$ cat src/rtl/rsc_pkg.sv
// Package of constants for the reset source controller
package rsc_pkg;
   // ==========================================================
   // Register map
   localparam logic [3:0] RSC_MISC_CTRL_ADDR = 4'h0;
   localparam logic [3:0] RSC_STATUS_ADDR = 4'h1;
   localparam logic [3:0] RSC_CAUSE_CFG_ADDR = 4'h2;
   localparam int RSC_PIN_FLAG_BIT = 7;
   localparam int RSC_OSC_SEL_HI_BIT = 5;
   localparam int RSC_OSC_SEL_LO_BIT = 4;
   localparam int RSC_WDT_FLAG_BIT = 1;
   localparam int RSC_PDN_FLAG_BIT = 0;
   localparam logic [1:0] RSC_OSC_SEL_RESET = 2'h0;
   // ==========================================================
   // Timing
   localparam int RSC_CLK_HZ = 40000000;
   localparam int RSC_SLOW_OSC_HZ = 32000;
   localparam int RSC_STARTUP_SMALL_MS = 100;
   localparam int RSC_STARTUP_LARGE_MS = 50;
   localparam int RSC_STARTUP_SMALL_CYC =
      RSC_SLOW_OSC_HZ * RSC_STARTUP_SMALL_MS / 1000;
   localparam int RSC_STARTUP_LARGE_CYC =
      RSC_SLOW_OSC_HZ * RSC_STARTUP_LARGE_MS / 1000;
   localparam int RSC_BROWNOUT_US = 120;
   localparam int RSC_BROWNOUT_CYC =
      (RSC_CLK_HZ / 1000000) * RSC_BROWNOUT_US;
   localparam int RSC_SETTLE_FAST_CYC = 16;
   localparam int RSC_SETTLE_SLOW_CYC = 2;
   localparam int RSC_SLOW_DIV = RSC_CLK_HZ / RSC_SLOW_OSC_HZ;
endpackage

$ cat src/rtl/rsc_reset_source_controller.sv
// Reset source merging, start-up delay and reset cause flags
// ==============================================================
//
// Chosen here: the strobed register port and the register offsets.
`timescale 1ns/1ps
module rsc_reset_source_controller
   import rsc_pkg::*;
#(
   parameter bit LARGE_PART = 1'b0,
   parameter bit LOW_SUPPLY_EN = 1'b1,
   parameter int LOW_SUPPLY_LEVEL = 0,
   parameter int STARTUP_CYC = LARGE_PART ? RSC_STARTUP_LARGE_CYC :
                                             RSC_STARTUP_SMALL_CYC,
   parameter int BROWNOUT_CYC = RSC_BROWNOUT_CYC,
   parameter int SLOW_DIV = RSC_SLOW_DIV
) (
   input wire logic ref_clk, // System clock, 40 MHz
   input wire logic rst, // Power-on reset, async high
   input wire logic ext_clear_pin_n, // External clear pin, low resets
   input wire logic lowSupply, // Low-supply detector level
   input wire logic wdtExpire, // Watchdog overflow pulse
   input wire logic wdtClr1, // First watchdog clear instruction
   input wire logic wdtClr2, // Second watchdog clear instruction
   input wire logic haltEntry, // Halt instruction pulse
   input wire logic sleepMode, // Core in sleep or idle
   input wire logic wake, // Wake-up event pulse
   input wire logic [3:0] regAddr, // Register address
   input wire logic [7:0] regWdata, // Register write data
   input wire logic regWr, // Write strobe
   input wire logic regRd, // Read strobe
   output logic [7:0] regRdata, // Read data, cycle after strobe
   output logic coreRst, // Full core reset, held in delay
   output logic pcStackClr, // Program counter and stack clear pulse
   output logic runEn, // Core may execute
   output logic intDisable, // Interrupt enables forced off
   output logic wdtClear, // Watchdog counter clear pulse
   output logic timerStop, // Timer/event counter forced off
   output logic portDirSet, // Port directions forced to input
   output logic [1:0] fastOscSel, // Fast oscillator select field
   output logic [1:0] lowSupplyLevel // Static threshold level
);
   // ===========================================================
   // State
   typedef enum logic [3:0] {
      ST_HOLD = 4'h1,
      ST_DELAY = 4'h2,
      ST_RUN = 4'h4,
      ST_SETTLE = 4'h8
   } rsc_state_type;

   typedef struct packed {
      rsc_state_type st;
      logic [1:0] pinSync;
      logic [1:0] lowSync;
      logic [23:0] delayCnt;
      logic [23:0] boCnt;
      logic [15:0] divCnt;
      logic [4:0] settleCnt;
      logic pinFlag;
      logic [1:0] oscSel;
      logic wdtFlag;
      logic pdnFlag;
      logic lastClr2;
      logic pcClr;
      logic wdtClr;
      logic [7:0] rdata;
   } rsc_regs_type;

   rsc_regs_type cur_ff, nxt_ff;
   logic slowTick;
   logic pinLow;
   logic boFire;
   logic pinReset;
   logic [4:0] settleLen;

   always_comb begin
      nxt_ff = cur_ff;
      nxt_ff.pcClr = 1'b0;
      nxt_ff.wdtClr = 1'b0;
      nxt_ff.pinSync = {cur_ff.pinSync[0], ext_clear_pin_n};
      nxt_ff.lowSync = {cur_ff.lowSync[0], lowSupply};
      pinLow = ~cur_ff.pinSync[1];
      // Slow oscillator rate as an enable from the divider
      slowTick = (cur_ff.divCnt == 16'(SLOW_DIV - 1));
      nxt_ff.divCnt = slowTick ? 16'h0 : cur_ff.divCnt + 16'h1;
      // Persistence counter, restarts whenever supply recovers
      boFire = 1'b0;
      if (!LOW_SUPPLY_EN || !cur_ff.lowSync[1]) begin
         nxt_ff.boCnt = 24'h0;
      end else if (cur_ff.boCnt == 24'(BROWNOUT_CYC - 1)) begin
         boFire = 1'b1;
      end else begin
         nxt_ff.boCnt = cur_ff.boCnt + 24'h1;
      end
      pinReset = pinLow || boFire;
      settleLen = (cur_ff.oscSel != 2'h0) ? 5'(RSC_SETTLE_FAST_CYC) :
                                              5'(RSC_SETTLE_SLOW_CYC);
      case (cur_ff.st)
         ST_HOLD: begin
            if (!pinReset) begin
               nxt_ff.st = ST_DELAY;
               nxt_ff.delayCnt = 24'h0;
            end
         end
         ST_DELAY: begin
            if (slowTick) begin
               nxt_ff.delayCnt = cur_ff.delayCnt + 24'h1;
            end
            if (cur_ff.delayCnt == 24'(STARTUP_CYC)) begin
               nxt_ff.st = ST_RUN;
               nxt_ff.wdtClr = 1'b1;
            end
         end
         ST_RUN: begin
            if (wdtExpire && sleepMode) begin
               nxt_ff.pcClr = 1'b1;
               nxt_ff.wdtFlag = 1'b1;
               nxt_ff.pdnFlag = 1'b1;
               nxt_ff.st = ST_SETTLE;
               nxt_ff.settleCnt = 5'h0;
            end else if (wdtExpire) begin
               nxt_ff.wdtFlag = 1'b1;
               nxt_ff.st = ST_DELAY;
               nxt_ff.delayCnt = 24'h0;
            end else if (wake && sleepMode) begin
               nxt_ff.st = ST_SETTLE;
               nxt_ff.settleCnt = 5'h0;
            end
         end
         ST_SETTLE: begin
            nxt_ff.settleCnt = cur_ff.settleCnt + 5'h1;
            // Compare with >= so a select change mid-settle cannot wrap
            if (cur_ff.settleCnt >= settleLen - 5'h1) begin
               nxt_ff.st = ST_RUN;
            end
         end
         default: nxt_ff.st = ST_HOLD;
      endcase
      // Watchdog clears: alternating pair, halt entry, any reset
      if (wdtClr1 && cur_ff.lastClr2) begin
         nxt_ff.wdtClr = 1'b1;
         nxt_ff.lastClr2 = 1'b0;
      end else if (wdtClr2 && !cur_ff.lastClr2) begin
         nxt_ff.wdtClr = 1'b1;
         nxt_ff.lastClr2 = 1'b1;
      end
      if (haltEntry) begin
         nxt_ff.wdtClr = 1'b1;
      end
      // Register writes
      if (regWr && regAddr == RSC_MISC_CTRL_ADDR) begin
         nxt_ff.pinFlag = regWdata[RSC_PIN_FLAG_BIT];
         nxt_ff.oscSel = {regWdata[RSC_OSC_SEL_HI_BIT],
                          regWdata[RSC_OSC_SEL_LO_BIT]};
      end
      // Pin and brownout resets override software writes to the pin flag
      if (pinReset) begin
         nxt_ff.st = ST_HOLD;
         nxt_ff.pinFlag = pinLow;
         nxt_ff.wdtClr = 1'b1;
         nxt_ff.lastClr2 = 1'b0;
      end
      // Register reads, unmapped address reads zero
      nxt_ff.rdata = 8'h0;
      if (regRd) begin
         if (regAddr == RSC_MISC_CTRL_ADDR) begin
            nxt_ff.rdata[RSC_PIN_FLAG_BIT] = cur_ff.pinFlag;
            nxt_ff.rdata[RSC_OSC_SEL_HI_BIT] = cur_ff.oscSel[1];
            nxt_ff.rdata[RSC_OSC_SEL_LO_BIT] = cur_ff.oscSel[0];
         end else if (regAddr == RSC_STATUS_ADDR) begin
            nxt_ff.rdata[RSC_WDT_FLAG_BIT] = cur_ff.wdtFlag;
            nxt_ff.rdata[RSC_PDN_FLAG_BIT] = cur_ff.pdnFlag;
         end else if (regAddr == RSC_CAUSE_CFG_ADDR) begin
            nxt_ff.rdata = {4'h0, cur_ff.st};
         end
      end
   end

   always_ff @(posedge ref_clk or posedge rst) begin
      if (rst) begin
         cur_ff <= '0;
         cur_ff.st <= ST_HOLD;
         // Synchroniser starts at the idle pin level, no false pin reset
         cur_ff.pinSync <= 2'h3;
         cur_ff.oscSel <= RSC_OSC_SEL_RESET;
      end else begin
         cur_ff <= nxt_ff;
      end
   end

   // ===========================================================
   // Outputs
   assign regRdata = cur_ff.rdata;
   assign coreRst = cur_ff.st[0] | cur_ff.st[1];
   assign pcStackClr = cur_ff.pcClr | coreRst;
   assign runEn = cur_ff.st[2];
   assign intDisable = coreRst;
   assign wdtClear = cur_ff.wdtClr | coreRst;
   assign timerStop = coreRst;
   assign portDirSet = coreRst;
   assign fastOscSel = cur_ff.oscSel;
   assign lowSupplyLevel = 2'(LOW_SUPPLY_LEVEL);
endmodule

$ cat config.mk
export PLATFORM = sky130hd
export DESIGN_NAME = rsc_reset_source_controller
export DESIGN_NICKNAME = d
export VERILOG_FILES = /design/src/rtl/rsc_pkg.sv /design/src/rtl/rsc_reset_source_controller.sv
export SDC_FILE = /design/constraint.sdc
export NUM_CORES = 1
export LEC_CHECK = 0
export ABC_AREA = 1
export BUFFER_PORTS_ARGS = -buffer_cell sky130_fd_sc_hd__buf_2
export CAP_MARGIN = 5
export CORE_UTILIZATION = 55
export CTS_CLUSTER_DIAMETER = 150
export DETAILED_ROUTE_END_ITERATION = 12
export PLACE_DENSITY_LB_ADDON = 0.05
export SYNTH_ARGS = -nofsm -noshare
export SYNTH_HDL_FRONTEND = slang
export SYNTH_SLANG_ARGS = --single-unit
export TNS_END_PERCENT = 1
$ cat constraint.sdc
create_clock -name ref_clk -period 5.05 [get_ports ref_clk]
set_input_delay 0.2525 -clock ref_clk [delete_from_list [all_inputs] [get_ports ref_clk]]
set_output_delay 0.2525 -clock ref_clk [all_outputs]
set_load 0.02 [all_outputs]
# Word level (Yosys, flattened, before mapping)

Index checks and enable logic that the tools add are counted.

Equal/unequal tests: 19
Add/subtract/negate cells: 5
Reductions and logical operators: 19
Order comparisons: 1
Bitwise operators: 4
Multiplexer cells: 45

Operator list:

| kind                                                                    | count |
|---|---|
| 24-bit 2-to-1 mux                                                       | 6 |
| 24-bit one-hot mux with 3 select lines                                  | 1 |
| 24-bit by 1-bit adder with 24-bit output, second input constant         | 2 |
| 4-bit 2-to-1 mux                                                        | 8 |
| 24-bit by 12-bit equality test with 1-bit output, second input constant | 1 |
| 24-bit by 13-bit equality test with 1-bit output, second input constant | 1 |
| 5-bit 2-to-1 mux                                                        | 4 |
| 1-bit 2-to-1 mux                                                        | 18 |
| 16-bit by 1-bit adder with 16-bit output, second input constant         | 1 |
| 16-bit by 11-bit equality test with 1-bit output, second input constant | 1 |
| 16-bit 2-to-1 mux                                                       | 1 |
| 4-bit one-hot mux with 4 select lines                                   | 1 |
| 3-bit inequality test, second input constant                            | 4 |
| 2-bit inequality test, second input constant                            | 5 |
| 5-bit one-hot mux with 2 select lines                                   | 1 |
| 4-bit by 1-bit equality test with 1-bit output, second input constant   | 2 |
| 4-bit by 2-bit equality test with 1-bit output, second input constant   | 2 |
| 8-bit 2-to-1 mux                                                        | 1 |
| 2-bit nonzero test                                                      | 4 |
| 2-bit 2-to-1 mux                                                        | 3 |
| 3-bit AND reduction                                                     | 2 |
| 3-bit nonzero test                                                      | 2 |
| 5-bit by 1-bit adder with 5-bit output, second input constant           | 1 |
| 5-bit greater-or-equal comparator                                       | 1 |
| 13 further kinds                                                        | 20 |

Logic and storage cells: 108
Input bits: 24
Output and inout port bits: 19
Bits in registers: 93

# Logic depth before layout (Yosys ltp)

Gate-level depths: netlist of run 1.

Word-level depth: 7
Depth in mapped cells: 11
Depth with buffers taken out: 10

# Worst setup path before layout of run 1

OpenSTA, ideal clock, no wires.

Path kind: register -> register
From: register cur_ff (netlist bit runEn)
To: register cur_ff[78] (netlist name)
Slack: 3451 ps
Arrival time: 1482 ps
Library setup time: 117 ps
Period minus slack after synthesis: 1599 ps
Stages on the path, launching flop included: 10
Data required time: 4933 ps
Buffers on the path: 1
Cell sequence: dfrtp_1 nor2_1 nand3_2 nand3_1 o21ai_1 a21oi_4 nand2_4 buf_6 nand2_1 nand2_1

Cells in the longest elaborated chain, start to end: 3
Elaborated cells between the ends (all ways): 10
Those cells by class: eq/ne: 7; mux: 1; reduce/logical: 2

RTL lines:

| what                                                                         | line                               | RTL |
|---|---|---|
| start, declared                                                              | rsc_reset_source_controller.sv:69  | `rsc_regs_type cur_ff, nxt_ff;` |
| start signal, assigned                                                       | rsc_reset_source_controller.sv:187 | `cur_ff <= nxt_ff;` |
| 4-bit by 3-bit equality test with 1-bit output (tied with other cells)       | rsc_reset_source_controller.sv:98  | `case (cur_ff.st)` |
| 2-bit inequality test (no line) / 3-bit nonzero test (equally long branches) | -                                  |  |
| 5-bit AND reduction (no line)                                                | -                                  |  |

Parallel ways exist; a longest one is shown, timed or not.
A chain may end at the register's enable or synchronous reset.

# Worst setup path in the final report of run 1

From: register cur_ff[92] (netlist name)
To: register cur_ff[73] (netlist name)

The elaborated chain is that of the path after synthesis.

==> out/summary.txt, run 1 <==
Area fraction of the dominant cell type after synthesis -> 40.8%
Ant diodes -> 0
Remaining DRCs -> 0
Final hold slack -> 105 ps
Post-route insts no fill -> 920
Synth Register Bits -> 92
Placer Congestion -> 0.929
Synth area leader -> dfrtp_1
Arr. time, crit path -> 2990 ps
CTS tree -> yes
Layout cell share with drive strength beyond 1 -> 8.77%
Crit-path max FO -> 26
Area Overhead vs Synth -> 7.61%
Fraction of registers with async set/reset -> 100%
Num ports -> 43
R2R Setup Slk -> 2340 ps
Worst Skew -> 8.80 ps
Fmax -> 368 MHz
TNS Setup -> 0 ps
Hold crit path type -> input pin to register
WL/cell -> 12.6 um
DRT antenna net count -> 0
Clock sink total -> 92
Launching point of the worst reg2reg path -> cur_ff[92]
Placed insts -> 901
Die area -> 10,300 um^2
DRT Pass-1 Iters -> 5
Reg2reg end -> cur_ff[73]
Place WS -> 2360 ps
Worst hold start -> regRd
Synthesized area -> 5460 um^2
Num CTS Buffers -> 9
CTS root buffer -> clkbuf_8
Max Cap Viol -> 0
1st-iter DRT viols -> 252
Syn_area_per_cell -> 7.21 um^2
Unrepaired setup endpoints after global routing -> no
Leakage -> 2.79 nW
Hold Path Stages -> 3
Gr usage total -> 24.5%
Max IR drop VDD -> 0.336 mV
Via count -> 4,709
Final net count -> 815
Worst r2r path cells -> 8
Initial antenna violation count -> 0
Top Family by Delay on Critical Path -> simple AND/OR/NAND/NOR gates
Critical path's largest stage delay -> 590 ps
Placed cell area -> 5640 um^2
Detailed Place HPWL -> 8340 um
Core area -> 9680 um^2
Max H-tree Level -> 3
Tmin final -> 2710 ps
Post-route core utilization -> 60.7%
First-pass GRT wire length -> 19,700 um
Filler cell count -> 908
Starting Density -> 56.4%
Netlist cell types -> 38
YS warnings -> 0
Post-route setup slack -> 2340 ps
Final Cell Area -> 5880 um^2
# rows -> 36
Largest net degree at the start of global routing -> 65
Setup Buffers After CTS -> 0
PwrDens -> 294 nW/um^2
Sink of the worst hold path -> regRdata[7]
Worst path slowest cell -> a21oi_4
Port bufs -> 34
Outcome -> finished clean
Crit-path most repeated cell -> nand2_1
Part of the cycle the worst path needs -> 53.7%
# hold bufs at CTS -> 3
Vias in the first global route -> 4,241
Clk_lat worst skew -> 380 ps
Crit end category -> register
Slew HR -> 48.2%
Slew Viols, Final -> 0
WS Path Type -> register to register
Synth Instances -> 757
Ranking of synthesized cells by area -> dfrtp_1 41%, nand2_1 13%, nor2_1 9.2%
GRT overflow -> 0
Cts repair resizes -> 0
Final Hold Fails -> 0
Ys flop type -> dfrtp_1
Detailed Route WL -> 11,600 um
Die width -> 102 um
CTS clk-pin slew, worst paths -> 90 ps
Crit path required time -> 5320 ps
Finish-stage setup viols -> 0
Die outline height -> 102 um
Sequential share of the synthesized area -> 42.2%
WP buf/inv -> 0
Drt via density -> 5.12
Overall Power -> 1.73 mW
Worst setup SP type -> register
Slew @ Worst Pin -> 777 ps
Post-synth EDFFs -> 0
Max Buffers Root-to-Sink -> 2
Cell Chain, Critical Path -> nor2_1 -> nand3_2 -> nand3_1 -> o21ai_1 -> a21oi_4 -> nand2_4 -> nand2_1 -> nand2_1
==> power breakdown <==
| part | total (mW) | internal (mW) | switching, mW |
|---|---|---|---|
| combinational | 0.394 | 0.0959 | 0.298 |
| clock | 0.526 | 0.259 | 0.266 |
| sequential | 0.811 | 0.773 | 0.0375 |
| total | 1.73 | 1.13 | 0.602 |
==> state kept, by name, summed over array words and instances (netlist names) <==
name        flops
cur_ff         82
fastOscSel      2
regRdata        7
runEn           1
==> Yosys cell counts, types with 2 or more instances <==
cell type and number:
nand2_1 182, nor3_1 20, nor3b_1 2, buf_4 17
or2_2 5, o21ai_0 21, clkbuf_1 4, inv_1 93
dfrtp_1 89, o22ai_1 2, nand4_1 18, nand3_2 2
nor2_1 134, xor2_1 20, ha_1 9, buf_6 2
xnor2_1 10, a22oi_1 2, nand2_2 2, a21oi_1 16
buf_2 3, nand2_4 2, nand3_1 81, nor4_1 5
dfstp_2 3
==> per-layer routing <==
| metal | global-route usage (%) | vias to the layer above | share of wire, % |
|---|---|---|---|
| met4 | 6.58 | 0 | 1.1 |
| li1 | - | 2444 | - |
| met5 | 0 | - | 0 |
| met3 | 6.63 | 14 | 4.9 |
| met1 | 32.6 | 2153 | 48 |
| met2 | 39.6 | 98 | 46 |
==> logic make-up after synthesis <==
logic type               count (synthesis)  share of synthesized area, %
XOR/XNOR                                30                          4.81
buffers and inverters                  120                          9.76
other                                    1                        0.0687
AND/OR/NAND/NOR                        456                          35.9
AO/OA/AOI/OAI                           49                          5.18
adder cells (fa/ha/maj)                  9                          2.06
flip-flops                              92                          42.2
==> worst max path at each step <==
stage	startpoint	to	slack (ps)	cells past startpoint
5_1_grt	cur_ff[92]	cur_ff[78]	2120	8
2_1_floorplan	rst	cur_ff[10]	2410	1
4_1_cts	cur_ff[92]	cur_ff[73]	2330	8
3_3_place_gp	cur_ff[92]	cur_ff[79]	2420	8
6_report	cur_ff[92]	cur_ff[73]	2340	8
3_5_place_dp	cur_ff[92]	cur_ff[73]	2360	8
==> cell type report <==
type | count | area (um^2) | area share [%]
clock buffer | 12 | 155 | 2.64
inverter | 94 | 355 | 6.05
timing repair buffer | 38 | 208 | 3.53
multi-input combinational | 547 | 2630 | 44.8
tap | 133 | 166 | 2.83
clock inverter | 4 | 56.3 | 0.958
sequential | 92 | 2310 | 39.2
==> worst min-delay path: stages <==
cell     delay [ps]
buf_2           110
nand2_1          60
nor2_1           40
==> layout by cell type (no fill, tap or decap), types with 2 or more instances in the layout <==
cell type and n:
o22ai_1 2, inv_1 92, a21oi_1 16, buf_2 34, nand2_4 2, nand2_1 182
conb_1 3, nand2_2 2, clkbuf_8 11, dlygate4sd3_1 3, nor3b_1 2, dfrtp_1 89
nand3_1 81, o21ai_0 21, nor4_1 5, dfstp_2 3, clkinvlp_4 2, nand4_1 18
a22oi_1 2, xor2_1 20, nor2_1 134, nand3_2 2, xnor2_1 10, nor3_1 20
or2_2 5, ha_1 9
Note: power is estimated with default switching activity, not from simulation.
==> run 2: changes to the inputs <==
ABC_AREA = 0   (was 1)
clock period = 2.6 ns   (was 5.05 ns; I/O delays follow)
==> out/summary.txt, run 2 <==
Synth Register Bits -> 92 (unchanged)
Crit end category -> register
WL/cell -> 15.1 um (+20%)
TNS Setup -> 0 ps (unchanged)
Layout cell share with drive strength beyond 1 -> 13.5% (+4.7 points)
Max IR drop VDD -> 0.319 mV (-5.1%)
Worst path slowest cell -> or4b_1
Synthesized area -> 4930 um^2 (-9.6%)
GRT overflow -> 0 (unchanged)
CTS tree -> yes
Unrepaired setup endpoints after global routing -> no
Synth area leader -> dfrtp_1
Clk_lat worst skew -> 350 ps (-30 ps)
Hold Path Stages -> 2 (-1)
Max Cap Viol -> 0 (unchanged)
Core area -> 8720 um^2 (-9.9%)
Most frequent cells in the layout -> 89 x dfrtp_1, 41 x nand2_1, 38 x nor2_1
Max H-tree Level -> 3 (unchanged)
Slew Viols, Final -> 0 (unchanged)
Die outline height -> 96.7 um (-4.8%)
Final Hold Fails -> 0 (unchanged)
Clock sink total -> 92 (unchanged)
First-pass GRT wire length -> 17,500 um (-11%)
Drt via density -> 5.90 (+15%)
Finish-stage setup viols -> 0 (unchanged)
Leakage -> 2.40 nW (-14%)
Fraction of registers with async set/reset -> 100% (unchanged)
WS Path Type -> register to register
Die area -> 9350 um^2 (-9.5%)
Commonest non-fill, non-tap cell in the layout -> dfrtp_1
DRT antenna net count -> 0 (unchanged)
Overall Power -> 3.00 mW (+73%)
Top reg by flops -> cur_ff
Arr. time, crit path -> 2760 ps (-230 ps)
Cell Chain, Critical Path -> or4b_1 -> or4b_1 -> or3_1 -> and3_4 -> a31oi_1
Hold crit path type -> input pin to register
Worst r2r path cells -> 5 (-3)
YS warnings -> 0 (unchanged)
Post-synth top cells -> 89 x dfrtp_1, 41 x nand2_1, 38 x nor2_1
Outcome -> finished clean
Synth Instances -> 515 (-32%)
Placer Congestion -> 0.844 (-9.2%)
Crit-path max FO -> 10 (-62%)
Top Family by Delay on Critical Path -> simple AND/OR/NAND/NOR gates
Slew HR -> 36.5% (-12 points)
Netlist cell types -> 58 (+53%)
PwrDens -> 555 nW/um^2 (+89%)
Slew @ Worst Pin -> 952 ps (+175 ps)
Gr usage total -> 22.8% (-1.8 points)
Critical path's largest stage delay -> 530 ps (-60 ps)
Worst Skew -> 9.56 ps (+0.753 ps)
Filler cell count -> 738 (-19%)
Num CTS Buffers -> 9 (unchanged)
1st-iter DRT viols -> 111 (-56%)
WP buf/inv -> 0 (unchanged)
Max Buffers Root-to-Sink -> 2 (unchanged)
Ys flop type -> dfrtp_1
Crit-path most repeated cell -> or4b_1
Fmax -> 402 MHz (+9.0%)
Via count -> 3,883 (-18%)
Starting Density -> 56.6% (+0.19 points)
Sequential share of the synthesized area -> 46.7% (+4.5 points)
Initial antenna violation count -> 0 (unchanged)
Area fraction of the dominant cell type after synthesis -> 45.1% (+4.4 points)
Largest net degree at the start of global routing -> 54 (-17%)
Part of the cycle the worst path needs -> 95.7% (+42 points)
Critical path depth -> 5 (-3)
CTS clk-pin slew, worst paths -> 90 ps (about the same)
Cts repair resizes -> 0 (unchanged)
Max FFs per register -> 82 (unchanged)
Most common cell in the synthesized netlist -> dfrtp_1
Syn_area_per_cell -> 9.58 um^2 (+33%)
Detailed Place HPWL -> 7130 um (-14%)
Vias in the first global route -> 3,824 (-9.8%)
Ant diodes -> 0 (unchanged)
Worst setup SP type -> register
Area Overhead vs Synth -> 9.58%
Detailed Route WL -> 9950 um (-14%)
Crit path required time -> 2870 ps (-2450 ps)
Post-synth EDFFs -> 0 (unchanged)
Tmin final -> 2490 ps (-225 ps)
Remaining DRCs -> 0 (unchanged)
DRT Pass-1 Iters -> 4 (-1)
Die width -> 96.7 um (-4.8%)
# rows -> 34 (-5.6%)
Port bufs -> 34 (unchanged)
CTS root buffer -> clkbuf_8
Ranking of synthesized cells by area -> dfrtp_1 45%, xnor2_1 3.5%, nand2_1 3.1%
Num ports -> 43 (unchanged)
Final net count -> 578 (-29%)
[run 2: changes by cell type in the layout (fill, tap and decap cells not counted), moves of 20 or more]
cell / change
and2_1: +20
and3_1: +20
inv_1: -81
nand2_1: -141
nand3_1: -57
nor2_1: -96
[run 2: per-stage QoR]
stage	util [%]	setup slack [ps]	cells	hold slack [ps]	cell area [um^2]
after floorplan	-	83.0	517	134	4940
after global placement	59.2	202	638	235	5160
after detailed placement	59.2	127	638	240	5160
after CTS	62.0	105	658	0.725	5410
after global routing	62.0	41.5	658	2.94	5410
final	62.0	111	658	9.97	5410
[run 2: path summary, 6_finish.rpt]
kind,slack (ps),start,to
hold / removal,10,regWdata[5],fastOscSel[1]
hold reg to reg,360,cur_ff[87],cur_ff[88]
setup reg to reg,110,cur_ff[45],cur_ff[83]
max in group asynchronous,1390,rst,cur_ff[37]
min in group asynchronous,500,rst,cur_ff[30]
setup / recovery,110,cur_ff[45],cur_ff[83]
[run 2: final cells by class]
type	instances	area [um^2]	area share [%]
Inverter	12	46.3	0.856
Tap cell	108	135	2.50
Sequential cell	92	2310	42.6
Multi-Input combinational cell	381	2410	44.6
Clock inverter	3	45.0	0.833
Timing Repair Buffer	49	305	5.65
Clock buffer	13	159	2.94
[run 2: cell families after synthesis]
kind of cell | after synthesis | synth area share [%]
compound gates | 84 | 11.2
xor+xnor | 33 | 5.86
fa+ha+maj | 9 | 2.28
buf+inv | 44 | 4.67
flops | 92 | 46.7
mux | 6 | 1.29
other cells | 1 | 0.0760
simple gates | 246 | 27.9
[run 2: where the power goes]
part | switching (mW) | total, mW | internal, mW | leakage (nW)
clock network | 0.486 | 0.984 | 0.499 | 0.0959
logic | 0.269 | 0.440 | 0.171 | 1.09
registers | 0.0808 | 1.58 | 1.50 | 1.21
[run 2: what timing repair did]
action | 4_1_cts | 5_1_grt
hold endpoints to repair | 54 | 0
hold buffers | 4 | 0
setup buffers | 0 | 0
[run 2: routing by layer]
layer / global-route usage, % / part of all wire, %
met5: 0 / 0
met4: 8.27 / 1.0
met3: 3.97 / 3.6
met2: 37.6 / 49
met1: 30.2 / 46
